**src/hbs_pkg.sv**
```systemverilog
// Overview of operation
// RL1: all bridge enable registers reset to zero
// RL2: configuration register resets to one only
// RL3: command is address byte then data byte
// RL4: only host writes change control bits
// RL5: address bit 7 clear means read only
// RL6: address bit 7 set stores data byte
// RL7: group one address bits six to four 000
// RL8: group two address bits six to four 100
// RL9: group three address bits six to four 010
// RL10: group one pairs low even, high odd
// RL11: group two same pair layout, bridges 5-8
// RL12: group three bridges 9, 10 in D3..D0
// RL13: group three upper nibble reads zero
// RL14: enable bit one switches on, zero off
// RL15: both enables set turns bridge off
// RL16: read leaves stored register contents unchanged
package hbs_pkg;
  localparam int unsigned HBS_FRAME_BITS = 16;
  localparam int unsigned HBS_CNT_W = 4;
  localparam int unsigned HBS_OP_BIT = 7;
  localparam logic [2:0] HBS_SEL_GROUP1 = 3'h0;
  localparam logic [2:0] HBS_SEL_GROUP2 = 3'h4;
  localparam logic [2:0] HBS_SEL_GROUP3 = 3'h2;
  localparam logic [1:0] HBS_ADDR_MID = 2'h0;
  localparam logic [7:0] HBS_GROUP_RESET = 8'h00;
  localparam logic [7:0] HBS_CONFIG_RESET = 8'h01;
  localparam logic [7:0] HBS_GROUP3_MASK = 8'h0f;
  localparam int unsigned HBS_BRIDGES = 10;
  typedef enum logic [2:0] {
    HBS_IDLE = 3'b001,
    HBS_ADDR = 3'b010,
    HBS_DATA = 3'b100
  } hbs_state_t;
endpackage

```
**src/hbs_bridge_guard.sv**
```systemverilog
module hbs_bridge_guard
  import hbs_pkg::*;
(
  input wire logic clk_sys, // system clock
  input wire logic sys_rst, // synchronous reset
  input wire logic lower_switch_on, // stored low-side enable
  input wire logic upper_switch_on, // stored high-side enable
  output logic lower_drive, // low-side gate command
  output logic upper_drive // high-side gate command
);
  wire both_on = lower_switch_on & upper_switch_on;

  // registered so a glitch in the decode can never reach a gate
  always_ff @(posedge clk_sys)
  begin
    if (sys_rst)
    begin
      lower_drive <= 1'b0;
      upper_drive <= 1'b0;
    end
    else
    begin
      lower_drive <= lower_switch_on & ~both_on; // RL14 RL15
      upper_drive <= upper_switch_on & ~both_on; // RL14 RL15
    end
  end

  a_no_cross_drive: assert property (@(posedge clk_sys) disable iff (sys_rst) // RL15
    !(lower_drive && upper_drive))
    else $error("both switches of one bridge driven");
  a_drive_follows: assert property (@(posedge clk_sys) disable iff (sys_rst) // RL14
    (upper_switch_on && !lower_switch_on) |=> upper_drive)
    else $error("high side not turned on");
endmodule

```
**src/hbs_switch_regs.sv**
```systemverilog
module hbs_switch_regs
  import hbs_pkg::*;
(
  input wire logic clk_sys, // system clock, 10 MHz
  input wire logic sys_rst, // synchronous reset, active high
  input wire logic spi_csn_pin, // chip select, active low, async pin
  input wire logic spi_sclk_pin, // serial clock pin, async
  input wire logic spi_sdi_pin, // serial data in, msb first
  output logic spi_sdo, // serial data out
  output logic spi_sdo_oe, // high while driving serial out
  output logic [HBS_BRIDGES-1:0] lower_drive, // low-side gate per bridge
  output logic [HBS_BRIDGES-1:0] upper_drive, // high-side gate per bridge
  output logic [7:0] config_value // configuration register contents
);
  logic [1:0] csn_sync;
  logic [1:0] sclk_sync;
  logic [1:0] sdi_sync;
  logic sclk_prev;
  hbs_state_t state;
  hbs_state_t next_state;
  logic [HBS_CNT_W-1:0] bit_cnt;
  logic [7:0] addr_byte;
  logic [7:0] shift_in;
  logic [7:0] shift_out;
  logic [7:0] bridge_switch_enable_group1;
  logic [7:0] bridge_switch_enable_group2;
  logic [7:0] bridge_switch_enable_group3;
  logic [7:0] config_reg;

  // pins are sampled twice before use; only stage one feeds stage two
  always_ff @(posedge clk_sys)
  begin
    if (sys_rst)
    begin
      csn_sync <= 2'h3;
      sclk_sync <= 2'h0;
      sdi_sync <= 2'h0;
      sclk_prev <= 1'b0;
    end
    else
    begin
      csn_sync <= {csn_sync[0], spi_csn_pin};
      sclk_sync <= {sclk_sync[0], spi_sclk_pin};
      sdi_sync <= {sdi_sync[0], spi_sdi_pin};
      sclk_prev <= sclk_sync[1];
    end
  end

  wire cs_active = ~csn_sync[1];
  wire sclk_rise = sclk_sync[1] & ~sclk_prev;
  wire sclk_fall = ~sclk_sync[1] & sclk_prev;
  wire last_bit = (bit_cnt == 4'hf);
  wire addr_done = sclk_rise & (bit_cnt == 4'h7);
  wire frame_done = sclk_rise & last_bit & (state == HBS_DATA);
  wire [7:0] data_byte = {shift_in[6:0], sdi_sync[1]};

  // address decode: bit 0 set, bits 3..2 clear, bit 1 is the token
  wire ctrl_form = addr_byte[0] & (addr_byte[3:2] == HBS_ADDR_MID);
  wire [2:0] sel_field = addr_byte[6:4];
  wire hit_g1 = ctrl_form & (sel_field == HBS_SEL_GROUP1); // RL7
  wire hit_g2 = ctrl_form & (sel_field == HBS_SEL_GROUP2); // RL8
  wire hit_g3 = ctrl_form & (sel_field == HBS_SEL_GROUP3); // RL9
  wire is_write = addr_byte[HBS_OP_BIT]; // RL5 RL6
  // only a completed write frame may alter control bits
  wire wr_g1 = frame_done & is_write & hit_g1; // RL4 RL6 RL16
  wire wr_g2 = frame_done & is_write & hit_g2; // RL4 RL6 RL16
  wire wr_g3 = frame_done & is_write & hit_g3; // RL4 RL6 RL16

  // read-back byte chosen from the address byte taken from the sdi bits
  wire [7:0] addr_next = data_byte;
  wire [2:0] sel_next = addr_next[6:4];
  wire form_next = addr_next[0] & (addr_next[3:2] == HBS_ADDR_MID);
  wire [7:0] read_value = !form_next ? 8'h00 :
    (sel_next == HBS_SEL_GROUP1) ? bridge_switch_enable_group1 :
    (sel_next == HBS_SEL_GROUP2) ? bridge_switch_enable_group2 :
    (sel_next == HBS_SEL_GROUP3) ? (bridge_switch_enable_group3 & HBS_GROUP3_MASK) : // RL13
    8'h00;

  always_comb
  begin
    next_state = state;
    case (state)
      HBS_IDLE:
        if (cs_active)
          next_state = HBS_ADDR;
      HBS_ADDR:
        if (!cs_active)
          next_state = HBS_IDLE;
        else if (addr_done)
          next_state = HBS_DATA; // RL3
      HBS_DATA:
        if (!cs_active || frame_done)
          next_state = HBS_IDLE;
      default:
        next_state = HBS_IDLE;
    endcase
  end

  always_ff @(posedge clk_sys)
  begin
    if (sys_rst)
      state <= HBS_IDLE;
    else
      state <= next_state;
  end

  // a frame cut short by chip select is discarded: count restarts
  always_ff @(posedge clk_sys)
  begin
    if (sys_rst || state == HBS_IDLE)
      bit_cnt <= '0;
    else if (sclk_rise)
      bit_cnt <= bit_cnt + 4'h1; // RL3
  end

  always_ff @(posedge clk_sys)
  begin
    if (sys_rst)
      shift_in <= 8'h00;
    else if (sclk_rise)
      shift_in <= data_byte;
  end

  always_ff @(posedge clk_sys)
  begin
    if (sys_rst)
      addr_byte <= 8'h00;
    else if (addr_done && state == HBS_ADDR)
      addr_byte <= addr_next; // RL3
  end

  // response byte: addressed register during the data byte; the fall that
  // closes the address byte must not shift, or the msb is lost before its rise
  wire first_data_fall = (bit_cnt == 4'h8);
  always_ff @(posedge clk_sys)
  begin
    if (sys_rst)
      shift_out <= 8'h00;
    else if (addr_done && state == HBS_ADDR)
      shift_out <= read_value; // RL5
    else if (sclk_fall && state == HBS_DATA && !first_data_fall)
      shift_out <= {shift_out[6:0], 1'b0};
  end

  always_ff @(posedge clk_sys)
  begin
    if (sys_rst)
    begin
      spi_sdo <= 1'b0;
      spi_sdo_oe <= 1'b0;
    end
    else
    begin
      spi_sdo <= shift_out[7];
      spi_sdo_oe <= cs_active;
    end
  end

  always_ff @(posedge clk_sys)
  begin
    if (sys_rst)
    begin
      bridge_switch_enable_group1 <= HBS_GROUP_RESET; // RL1
      bridge_switch_enable_group2 <= HBS_GROUP_RESET; // RL1
      bridge_switch_enable_group3 <= HBS_GROUP_RESET; // RL1
    end
    else
    begin
      if (wr_g1)
        bridge_switch_enable_group1 <= data_byte;
      if (wr_g2)
        bridge_switch_enable_group2 <= data_byte;
      if (wr_g3)
        bridge_switch_enable_group3 <= data_byte & HBS_GROUP3_MASK; // RL13
    end
  end

  // configuration contents live elsewhere; only its default is held here
  always_ff @(posedge clk_sys)
  begin
    if (sys_rst)
      config_reg <= HBS_CONFIG_RESET; // RL2
    else
      config_reg <= config_reg;
  end
  assign config_value = config_reg;

  // bridge n: low at bit 2(n-1), high one above, across the three groups
  wire [19:0] pairs = {bridge_switch_enable_group3[3:0], bridge_switch_enable_group2,
    bridge_switch_enable_group1}; // RL10 RL11 RL12

  genvar gi;
  generate
    for (gi = 0; gi < HBS_BRIDGES; gi++)
    begin : g_bridge
      hbs_bridge_guard u_guard (
        .clk_sys(clk_sys),
        .sys_rst(sys_rst),
        .lower_switch_on(pairs[2*gi]),
        .upper_switch_on(pairs[2*gi+1]),
        .lower_drive(lower_drive[gi]),
        .upper_drive(upper_drive[gi])
      );
    end
  endgenerate

  a_reset_zero: assert property (@(posedge clk_sys) // RL1
    $past(sys_rst) |-> (bridge_switch_enable_group1 == 8'h00 && bridge_switch_enable_group2 == 8'h00))
    else $error("group registers not zero after reset");
  a_config_reset: assert property (@(posedge clk_sys) // RL2
    $past(sys_rst) |-> config_value == 8'h01)
    else $error("configuration default wrong");
  a_g3_upper_zero: assert property (@(posedge clk_sys) disable iff (sys_rst) // RL13
    bridge_switch_enable_group3[7:4] == 4'h0)
    else $error("reserved bits of group three nonzero");
  a_read_keeps: assert property (@(posedge clk_sys) disable iff (sys_rst) // RL16
    (frame_done && !is_write) |=> $stable(bridge_switch_enable_group1) && $stable(bridge_switch_enable_group2))
    else $error("read altered a register");
  a_write_stores: assert property (@(posedge clk_sys) disable iff (sys_rst) // RL6
    wr_g1 |=> bridge_switch_enable_group1 == $past(data_byte))
    else $error("write not stored");
  a_no_self_change: assert property (@(posedge clk_sys) disable iff (sys_rst) // RL4
    !(wr_g1 || wr_g2 || wr_g3) |=> $stable(bridge_switch_enable_group1) && $stable(bridge_switch_enable_group2)
      && $stable(bridge_switch_enable_group3))
    else $error("control bits changed without a write");
  a_g2_decode: assert property (@(posedge clk_sys) disable iff (sys_rst) // RL8
    wr_g2 |-> addr_byte[6:4] == 3'h4 && addr_byte[7])
    else $error("group two written by wrong address");
  a_frame_length: assert property (@(posedge clk_sys) disable iff (sys_rst) // RL3
    frame_done |-> bit_cnt == 4'hf)
    else $error("frame not sixteen bits");
  c_write_g1: cover property (@(posedge clk_sys) disable iff (sys_rst) wr_g1);
  c_write_g3: cover property (@(posedge clk_sys) disable iff (sys_rst) wr_g3);
  c_read_frame: cover property (@(posedge clk_sys) disable iff (sys_rst) frame_done && !is_write);
  c_cross_block: cover property (@(posedge clk_sys) disable iff (sys_rst) pairs[1:0] == 2'h3);
endmodule

```
**config.mk**
```make
export PLATFORM = sky130hd
export DESIGN_NAME = hbs_switch_regs
export DESIGN_NICKNAME = d
export VERILOG_FILES = /design/src/hbs_pkg.sv /design/src/hbs_bridge_guard.sv /design/src/hbs_switch_regs.sv
export SDC_FILE = /design/constraint.sdc
export NUM_CORES = 1
export LEC_CHECK = 0
export ABC_CLOCK_PERIOD_IN_PS = 3750
export BUFFER_PORTS_ARGS = -buffer_cell sky130_fd_sc_hd__buf_2
export CAP_MARGIN = 20
export CELL_PAD_IN_SITES_DETAIL_PLACEMENT = 1
export CELL_PAD_IN_SITES_GLOBAL_PLACEMENT = 1
export CORE_UTILIZATION = 48
export DETAILED_ROUTE_END_ITERATION = 10
export PLACE_DENSITY_LB_ADDON = 0.08
export SYNTH_ARGS = -nofsm -noshare
export SYNTH_HDL_FRONTEND = slang
export SYNTH_HIERARCHICAL = 1
export SYNTH_SLANG_ARGS = --single-unit
```
**constraint.sdc**
```tcl
create_clock -name clk_sys -period 3.75 [get_ports clk_sys]
set_input_delay 0.75 -clock clk_sys [delete_from_list [all_inputs] [get_ports clk_sys]]
set_output_delay 0.75 -clock clk_sys [all_outputs]
set_load 0.01 [all_outputs]
```
==> impl_metrics.yaml, run 1 <==
sta:
  hold_viol_final: 0
  clock_skew_ps: 9.704
  drv_slew: 0
  tns_ps: 0
  period_share_pct: 57.08
  max_freq_mhz: 467.2
  worst_slack_ps: 1609
  slew_headroom_pct: 51.55
  setup_viol: 0
  rsz0062_at_grt: "false"
  holdWs_ps: 418.5
  fin_crit_ps: 2141
  tightest_slew_ps: 725.2
worst_setup_path:
  cp-start-kind: "flop"
  critPathCaptureType: "flop"
  worst-path-max-fanout: 16
  cp.arrival_ps: 2400
  crit_type: "flop to flop"
  crit_required_ps: 4010
floorplan:
  die_area_um2: 6742
  dieHeight_um: 82.11
  die_w_um: 82.11
  core_area_um2: 6061
  num_rows: 28
  ios: 35
  initial_core_util_pct: 50.83
placed_design:
  place_ws_ps: 1645
  hpwl_um: 4318
  port_buffers: 26
  routabilityCongestion: 0.7343
routing:
  drt_iter0_drc: 67
  antenna_left: 0
  wl_per_cell_um: 15.79
  via_count: 2165
  drc_errors: 0
  avgViaCountPerCell: 5.359
  drt_wl_total_um: 6381
  drt-pass1-iter-count: 4
finish:
  antenna_cells: 0
  nFillCells: 700
  fin_nets: 331
  finalCoreUtilization_pct: 56.54
  area_growth_syn_to_layout_pct: 11.25
  final_layout_size_suffix_gt1_share_pct: 17.63
logic_synthesis:
  synth_area_leaders: "dfxtp_1, mux2i_1, nor3b_1"
  netlist_top_cells_count: "dfxtp_1, nor2_1, mux2i_1"
  synthCells: 307
  yosysSeqAreaShare_pct: 50.69
  synth_edf_count: 0
  yosysMostFrequentCell: "dfxtp_1"
  ys.flop_type: "dfxtp_1"
  synth_top_area_share_pct: 50.69
  synth_top_cell_by_area: "dfxtp_1"
  yosysWarnings: 6
  avgSynthCellArea_um2: 10.03
  syn_area_um2: 3080
  async_reset_ff_share_pct: 0
  yosys_register_bits: 78
  synth.distinct_cells: 40
clock_tree:
  clock_sinks: 78
  clkTransAtPathRegs_ps: 80
  htree_levels: 3
  insertion_delay_ps: 340
  cts_tree: "done"
  clockRootBuffer: "clkbuf_8"
  postCtsSetupRepairBufs: 0
  ctsHoldBuffers: 0
  cts_buffers: 9
  ctsResizeCount: 0
  max-clock-path-buffers: 2
power:
  p_leak_uw: 0.001394
  p_switching_uw: 324.2
  internal-power_uw: 1302
  powerDensity_nw_per_um2: 474.5
  clock_power_share_pct: 46.7
  seqPwrFrac_pct: 51.4
  ir_worst_vdd_uv: 260.6
  sw_frac_of_total_pct: 19.94
  combPwrFrac_pct: 1.8
global_route:
  grtUsageMet2_pct: 34.96
  grt.met1_usage_pct: 26.04
  top_usage_layer: "met2"
  grt_pass1_vias: 2125
  grt-ovfl-total: 0
  grt_pass1_wl_um: 10510
  met3_usage_pct: 5.934
  grt_max_degree: 37
  grt_util_all_layers_pct: 21.37
  antenna_found_initial: 0
min_path:
  hp-class: "flop to flop"
job:
  drv_cap: 0
status:
  status: "complete, no violations"
==> cell usage in the layout, fill, tap and decap left out, types with 10 or more instances in the layout <==
| cell type | synthesis | routed |
|---|---|---|
| dfxtp_1 | 78 | 78 |
| nor2_1 | 33 | 33 |
| mux2i_1 | 32 | 32 |
| buf_2 | 4 | 26 |
| nand2_1 | 24 | 24 |
| nor3b_1 | 22 | 22 |
| a21oi_1 | 12 | 12 |
| inv_1 | 10 | 10 |
| clkbuf_8 | 0 | 10 |
==> worst max-delay path, stage by stage (launching register included) <==
cell and delay, ps:
dfxtp_1 400, ha_1 220, nand4b_1 190, or3_1 680
and2_4 310, a221oi_2 260
==> sequential cells by signal (all words and copies together) (netlist names), 3 cells and up <==
| signal | cells |
|---|---|
| shift_in | 7 |
| g_bridge.u_guard/upper_drive | 10 |
| shift_out | 8 |
| addr_byte | 7 |
| bridge_switch_enable_group2 | 8 |
| bit_cnt | 4 |
| g_bridge.u_guard/lower_drive | 10 |
| state | 3 |
| bridge_switch_enable_group1 | 8 |
| bridge_switch_enable_group3 | 4 |
==> power groups by stage <==
stage,combinational (uW),clock (uW),sequential [uW]
2_1_floorplan,28.2,0,853
3_3_place_gp,29.9,0,855
3_5_place_dp,30.1,0,855
4_1_cts,30.0,773,836
5_1_grt,33.5,815,837
6_report,29.9,760,836
==> routing by layer <==
layer / wire length (um) / part of all wire, %
met2: 3045 / 48
met5: 0 / 0
met1: 2998 / 47
met3: 198 / 3.1
met4: 138 / 2.2
==> through the flow <==
stage | std cells | power [uW] | area (um2)
floorplan | 313 | 881.5 | 3103
global placement | 388 | 885.0 | 3179
detailed placement | 388 | 885.4 | 3179
CTS | 404 | 1639 | 3427
global route | 404 | 1686 | 3427
finish | 404 | 1626 | 3427
==> cell families after synthesis <==
| family | synth area share (%) |
|---|---|
| compound gates | 8.124 |
| xor+xnor | 0.8531 |
| fa+ha+maj | 0.8122 |
| buf+inv | 6.499 |
| flops | 50.69 |
| mux | 12.23 |
| other cells | 0.2438 |
| simple gates | 20.55 |
==> path summary, 6_finish.rpt <==
path / slack [ps] / endpoint / startpoint / cells past startpoint
min: 420 / csn_sync[1]$_SDFF_PP1_ / csn_sync[0]$_SDFF_PP1_ / 1
max reg2reg: 1610 / shift_out[2]$_SDFFE_PP0P_ / bit_cnt[0]$_SDFFE_PP0P_ / 5
max: 1610 / shift_out[2]$_SDFFE_PP0P_ / bit_cnt[0]$_SDFFE_PP0P_ / 5
min reg2reg: 420 / csn_sync[1]$_SDFF_PP1_ / csn_sync[0]$_SDFF_PP1_ / 1
==> final cells by class <==
class	count	area (um2)	share of cell area [%]
multi-input cells	197	1341	39.14
flip-flops and latches	78	1562	45.56
repair buffers	28	145.1	4.235
inverters	10	37.54	1.095
clock inverters	5	106.4	3.103
well taps	75	93.84	2.738
clock buffers	11	141.4	4.126
Power figures use the tool's default switching activity.
==> run 2, diff against run 1 <==
--- a/config.mk
+++ b/config.mk
@@ -5,12 +5,12 @@
 export SDC_FILE = /design/constraint.sdc
 export NUM_CORES = 1
 export LEC_CHECK = 0
-export ABC_CLOCK_PERIOD_IN_PS = 3750
+export ABC_CLOCK_PERIOD_IN_PS = 1700
 export BUFFER_PORTS_ARGS = -buffer_cell sky130_fd_sc_hd__buf_2
 export CAP_MARGIN = 20
 export CELL_PAD_IN_SITES_DETAIL_PLACEMENT = 1
 export CELL_PAD_IN_SITES_GLOBAL_PLACEMENT = 1
-export CORE_UTILIZATION = 48
+export CORE_UTILIZATION = 40
 export DETAILED_ROUTE_END_ITERATION = 10
 export PLACE_DENSITY_LB_ADDON = 0.08
 export SYNTH_ARGS = -nofsm -noshare
==> constraint.sdc (replaced) <==
create_clock -name clk_sys -period 1.7 [get_ports clk_sys]
set_input_delay 0.34 -clock clk_sys [delete_from_list [all_inputs] [get_ports clk_sys]]
set_output_delay 0.34 -clock clk_sys [all_outputs]
set_load 0.01 [all_outputs]
==> run 2 against run 1 <==
- sequential share of layout area down 4.2 points
- power up 120%
- worst hold slack worse by 240 ps
- critical path type unchanged
- critical endpoint is now shift_out[4]$_SDFFE_PP0P_
- largest cell class unchanged
==> impl_metrics.yaml, run 2 (synthesis results as in run 1) <==
status:
  status: "complete, no violations"
power:
  internal-power_uw: 2842
  powerDensity_nw_per_um2: 949.8
  p_leak_uw: 0.001582
  clock_power_share_pct: 46.8
  ir_worst_vdd_uv: 388.6
  combPwrFrac_pct: 2.3
  seqPwrFrac_pct: 50.9
  p_switching_uw: 767.0
  sw_frac_of_total_pct: 21.25
  fin_total_pwr_uw: 3609
finish:
  layout_commonest_cell: "dfxtp_1"
  antenna_cells: 0
  fin_nets: 362
  register_area_um2: 1573
  nFillCells: 805
  final_cell_mix: "dfxtp_1, nor2_1, mux2i_1"
  final_layout_size_suffix_gt1_share_pct: 30.00
  reg_top3: "g_bridge.u_guard/lower_drive: 10 flops, g_bridge.u_guard/upper_drive: 10 flops"
  area_growth_syn_to_layout_pct: 23.35
  final_area_um2: 3800
  multi_input_area_um2: 1415
  finalCoreUtilization_pct: 51.83
floorplan:
  ios: 35
  num_rows: 31
  initial_core_util_pct: 42.02
  core_area_um2: 7331
  die_area_um2: 8056
  die_w_um: 89.76
  dieHeight_um: 89.76
routing:
  via_count: 2284
  drt_iter0_drc: 75
  wl_per_cell_um: 14.46
  drc_errors: 0
  antenna_left: 0
  avgViaCountPerCell: 4.976
  drt_wl_total_um: 6635
  drt-pass1-iter-count: 4
clock_tree:
  max-clock-path-buffers: 2
  cts_buffers: 9
  cts_tree: "done"
  clockRootBuffer: "clkbuf_8"
  clock_sinks: 78
  htree_levels: 3
  clkTransAtPathRegs_ps: 80
  insertion_delay_ps: 340
global_route:
  grt_pass1_vias: 2233
  grt_util_all_layers_pct: 16.99
  grt_pass1_wl_um: 10810
  grt-ovfl-total: 0
  antenna_found_initial: 0
  grt_max_degree: 43
worst_setup_path:
  crit_type: "flop to flop"
  r2r_cells: 6
  crit_required_ps: 1960
  cp-start-kind: "flop"
  cp.arrival_ps: 1960
  slowest_stage: "or4_4"
  max_stage_delay_ps: 430
  worst-path-max-fanout: 7
  critPathCaptureType: "flop"
  crit_path_cell_trace: "inv_2 -> ha_2 -> and3b_1 -> or4_4 -> and2_4 -> a221oi_2"
sta:
  holdWs_ps: 174.1
  clock_skew_ps: 7.412
  period_share_pct: 99.83
  drv_slew: 0
  hold_viol_final: 0
  max_freq_mhz: 589.2
  rsz0062_at_grt: "true"
  worst_slack_ps: 2.924
  setup_viol: 0
  fin_crit_ps: 1697
placed_design:
  routabilityCongestion: 0.7490
  place_area_um2: 3442
  hpwl_um: 4637
  place_ws_ps: -101.7
  port_buffers: 26
job:
  drv_cap: 0
min_path:
  hp-class: "input pin to flop"
  min_path_cells: 2
[run 2: cell count changes in the layout (fill, tap and decap cells not counted), moves of 3 or more]
cell	before	now
buf_4	2	30
o21ai_0	8	1
dfxtp_1	78	73
o21ai_1	0	5
dfxtp_2	0	3
[run 2: per-layer routing]
layer / up-vias / GRT usage, % / part of all wire [%]
li1: 1133 / - / -
met1: 1114 / 20.17 / 47
met2: 29 / 29.62 / 49
met3: 8 / 3.215 / 2.3
met4: 0 / 7.787 / 1.4
met5: - / 0 / 0
[run 2: worst max-delay path, delay by kind of cell, from the launching register on]
family | cells | cell delay [ps]
AOI/OAI and AO/OA | 1 | 250
DFF | 1 | 380
buffers and inverters | 1 | 40
adders and majority gates | 1 | 160
and+or+nand+nor | 3 | 800
[run 2: final timing paths]
check                                from                   endpoint  slack, ps
hold reg to reg    csn_sync[0]$_SDFF_PP1_     csn_sync[1]$_SDFF_PP1_        410
hold / removal                spi_csn_pin     csn_sync[0]$_SDFF_PP1_        170
setup reg to reg  bit_cnt[0]$_SDFFE_PP0P_  shift_out[4]$_SDFFE_PP0P_          3
setup / recovery  bit_cnt[0]$_SDFFE_PP0P_  shift_out[4]$_SDFFE_PP0P_          3
[run 2: per-stage QoR]
step,TNS (ps),instances
finish,0,459
global route,-371.1,459
global placement,-82.08,439
detailed placement,-444.7,439
floorplan,-927.5,313
CTS,-31.00,457
[run 2: final cells by class]
| cell class | instances | share of cell area (%) |
|---|---|---|
| flip-flops and latches | 78 | 41.39 |
| clock buffers | 9 | 3.260 |
| inverters | 10 | 0.9878 |
| multi-input cells | 197 | 37.24 |
| clock inverters | 7 | 3.161 |
| well taps | 99 | 3.260 |
| repair buffers | 59 | 10.70 |
[run 2: what timing repair did]
item	CTS	global route
setup buffers	2	2
pin swaps	3	7
setup endpoints to repair	8	18
gates resized for setup	15	11
hold buffers	0	0
[run 2: power by group through the flow]
stage | sequential (uW) | clock [uW] | combinational, uW
after floorplan | 1880 | 0 | 62.2
after global placement | 1880 | 0 | 80.6
after detailed placement | 1880 | 0 | 80.8
after CTS | 1840 | 1730 | 82.2
after global routing | 1840 | 1800 | 91.6
final | 1840 | 1690 | 82.6
==> run 3, diff against run 2 <==
--- a/config.mk
+++ b/config.mk
@@ -12,7 +12,7 @@
 export CELL_PAD_IN_SITES_GLOBAL_PLACEMENT = 1
 export CORE_UTILIZATION = 40
 export DETAILED_ROUTE_END_ITERATION = 10
-export PLACE_DENSITY_LB_ADDON = 0.08
+export PLACE_DENSITY = 0.86
 export SYNTH_ARGS = -nofsm -noshare
 export SYNTH_HDL_FRONTEND = slang
 export SYNTH_HIERARCHICAL = 1
==> run 3 against run 2 <==
- cell area grew 2.3%
- cell count grew 1.3%
- routed wire length rose by 22%
- first-iteration DRC count up 16%
- clock skew rose by 3.6 ps
- sequential cell count did not move
- register-to-register slack got worse by 110 ps
- sequential power about the same
- setup slack worse by 110 ps
- maximum frequency down 6.3%
- clock-buffer cell count up 2
- the run now ends with negative setup slack left
==> impl_metrics.yaml, run 3 (synthesis results as in run 1) <==
sta:
  fin_crit_ps: 1812
  clock_skew_ps: 11.06
  rsz0062_at_grt: "true"
  worst_slack_ps: -111.9
  hold_viol_final: 0
  drv_slew: 0
  period_share_pct: 106.6
  max_freq_mhz: 551.9
  setup_viol: 12
  holdWs_ps: 167.8
worst_setup_path:
  crit_type: "flop to flop"
  r2r_cells: 6
  path_buf_inv: 1
  cpLargestDelayFamily: "simple AND/OR/NAND/NOR gates"
  worst-path-max-fanout: 7
  reg2reg_to: "shift_out[1]$_SDFFE_PP0P_"
  cp.arrival_ps: 2060
  r2r_slack_ps: -110
  timing.rr.start: "bit_cnt[0]$_SDFFE_PP0P_"
  critPathCaptureType: "flop"
  slowest_stage: "or4_4"
  max_stage_delay_ps: 420
  cp-start-kind: "flop"
  crit_required_ps: 1950
  crit_path_cell_trace: "inv_2 -> ha_2 -> and3b_1 -> or4_4 -> and2_4 -> a221oi_2"
finish:
  finalCoreUtilization_pct: 53.05
  reg_top3: "g_bridge.u_guard/lower_drive: 10 flops, g_bridge.u_guard/upper_drive: 10 flops"
  final_cell_mix: "dfxtp_1, nor2_1, buf_4"
  area_growth_syn_to_layout_pct: 26.24
  final_layout_size_suffix_gt1_share_pct: 33.88
  antenna_cells: 0
  final_cells: 465
  layout_commonest_cell: "dfxtp_1"
  fin_nets: 368
clock_tree:
  clock_sinks: 78
  clkTransAtPathRegs_ps: 80
  htree_levels: 3
  insertion_delay_ps: 360
  max-clock-path-buffers: 2
  cts_buffers: 9
  cts_tree: "done"
  clockRootBuffer: "clkbuf_8"
status:
  violations: "negative setup slack"
  status: "finished with violations"
routing:
  drc_errors: 0
  avgViaCountPerCell: 5.239
  drt_wl_total_um: 8111
  drt_iter0_drc: 87
  via_count: 2436
  drt-pass1-iter-count: 4
  antenna_left: 0
  wl_per_cell_um: 17.44
min_path:
  hp-class: "input pin to flop"
  hold_start: "spi_csn_pin"
  holdPathEnd: "csn_sync[0]$_SDFF_PP1_"
  min_path_cells: 2
global_route:
  antenna_found_initial: 0
  grt-ovfl-total: 0
  grt_util_all_layers_pct: 19.46
  grt_max_degree: 40
  grt_pass1_vias: 2484
  grt_pass1_wl_um: 12230
power:
  fin_total_pwr_uw: 3373
  ir_worst_vdd_uv: 419.0
  powerDensity_nw_per_um2: 867.4
  p_leak_uw: 0.001620
floorplan:
  core_area_um2: 7331
  ios: 35
  dieHeight_um: 89.76
  initial_core_util_pct: 42.02
  num_rows: 31
  die_w_um: 89.76
  die_area_um2: 8056
job:
  drv_cap: 0
placed_design:
  place_ws_ps: -140.9
  routabilityCongestion: 0.7366
  port_buffers: 26
  dp.cells: 442
  hpwl_um: 4973
[run 3: changes by cell type in the layout (fill, tap and decap cells not counted), sizes merged]
cell	change
buf	+6
clkinv	+3
bufinv	-2
clkbuf	+2
inv	-2
clkinvlp	-1
[run 3: worst max-delay path by stage]
| stage | end | start | cells past startpoint | slack (ps) |
|---|---|---|---|---|
| finish | shift_out[1]$_SDFFE_PP0P_ | bit_cnt[0]$_SDFFE_PP0P_ | 6 | -110 |
| CTS | shift_out[6]$_SDFFE_PP0P_ | shift_in[3]$_SDFFE_PP0P_ | 5 | -30 |
| detailed placement | shift_out[6]$_SDFFE_PP0P_ | bit_cnt[1]$_SDFFE_PP0P_ | 8 | -140 |
| global placement | shift_out[6]$_SDFFE_PP0P_ | bit_cnt[1]$_SDFFE_PP0P_ | 8 | -5 |
| floorplan | shift_out[1]$_SDFFE_PP0P_ | bit_cnt[0]$_SDFFE_PP0P_ | 8 | -130 |
| global route | shift_out[1]$_SDFFE_PP0P_ | bit_cnt[0]$_SDFFE_PP0P_ | 6 | -170 |
[run 3: where the power goes]
group | switching (uW) | leakage, uW | internal, uW | total [uW]
clock network | 686 | 0.000109 | 758 | 1440
logic | 58.2 | 0.000878 | 31.4 | 89.6
registers | 6.72 | 0.000632 | 1830 | 1840
total | 751 | 0.00162 | 2620 | 3370
[run 3: area by class of cell]
cell class / instances / area, um2
tap: 99 / 123.9
inverter: 10 / 37.54
timing repair buffer: 65 / 474.2
fill: 828 / 3442
clock buffer: 11 / 151.4
clock inverter: 5 / 57.56
sequential: 78 / 1574
multi-input combinational: 197 / 1470
[run 3: worst register-to-register path, delay by kind of cell, from the launching register on]
family / cells / cell delay (ps)
buffers and inverters: 1 / 50
DFF: 1 / 390
adders and majority gates: 1 / 160
and+or+nand+nor: 3 / 790
AOI/OAI and AO/OA: 1 / 320
[run 3: per-layer routing]
layer	track usage, %	wire length (um)
met1	21.50	3374
met2	35.13	4265
met3	4.569	243
met4	9.016	227
met5	0	0
[run 3: per-stage QoR]
stage	area (um2)	TNS, ps
2_1_floorplan	3124	-927.5
3_3_place_gp	3465	-4.833
3_5_place_dp	3465	-755.7
4_1_cts	3745	-87.36
5_1_grt	3889	-1526
6_report	3889	-612.6
[run 3: what timing repair did]
item / in CTS / in global routing
setup endpoints to repair: 30 / 28
resized for setup: 16 / 29
hold buffers: 0 / 0
pin swaps: 5 / 14
gates cloned: 0 / 0
buffers inserted: 1 / 6
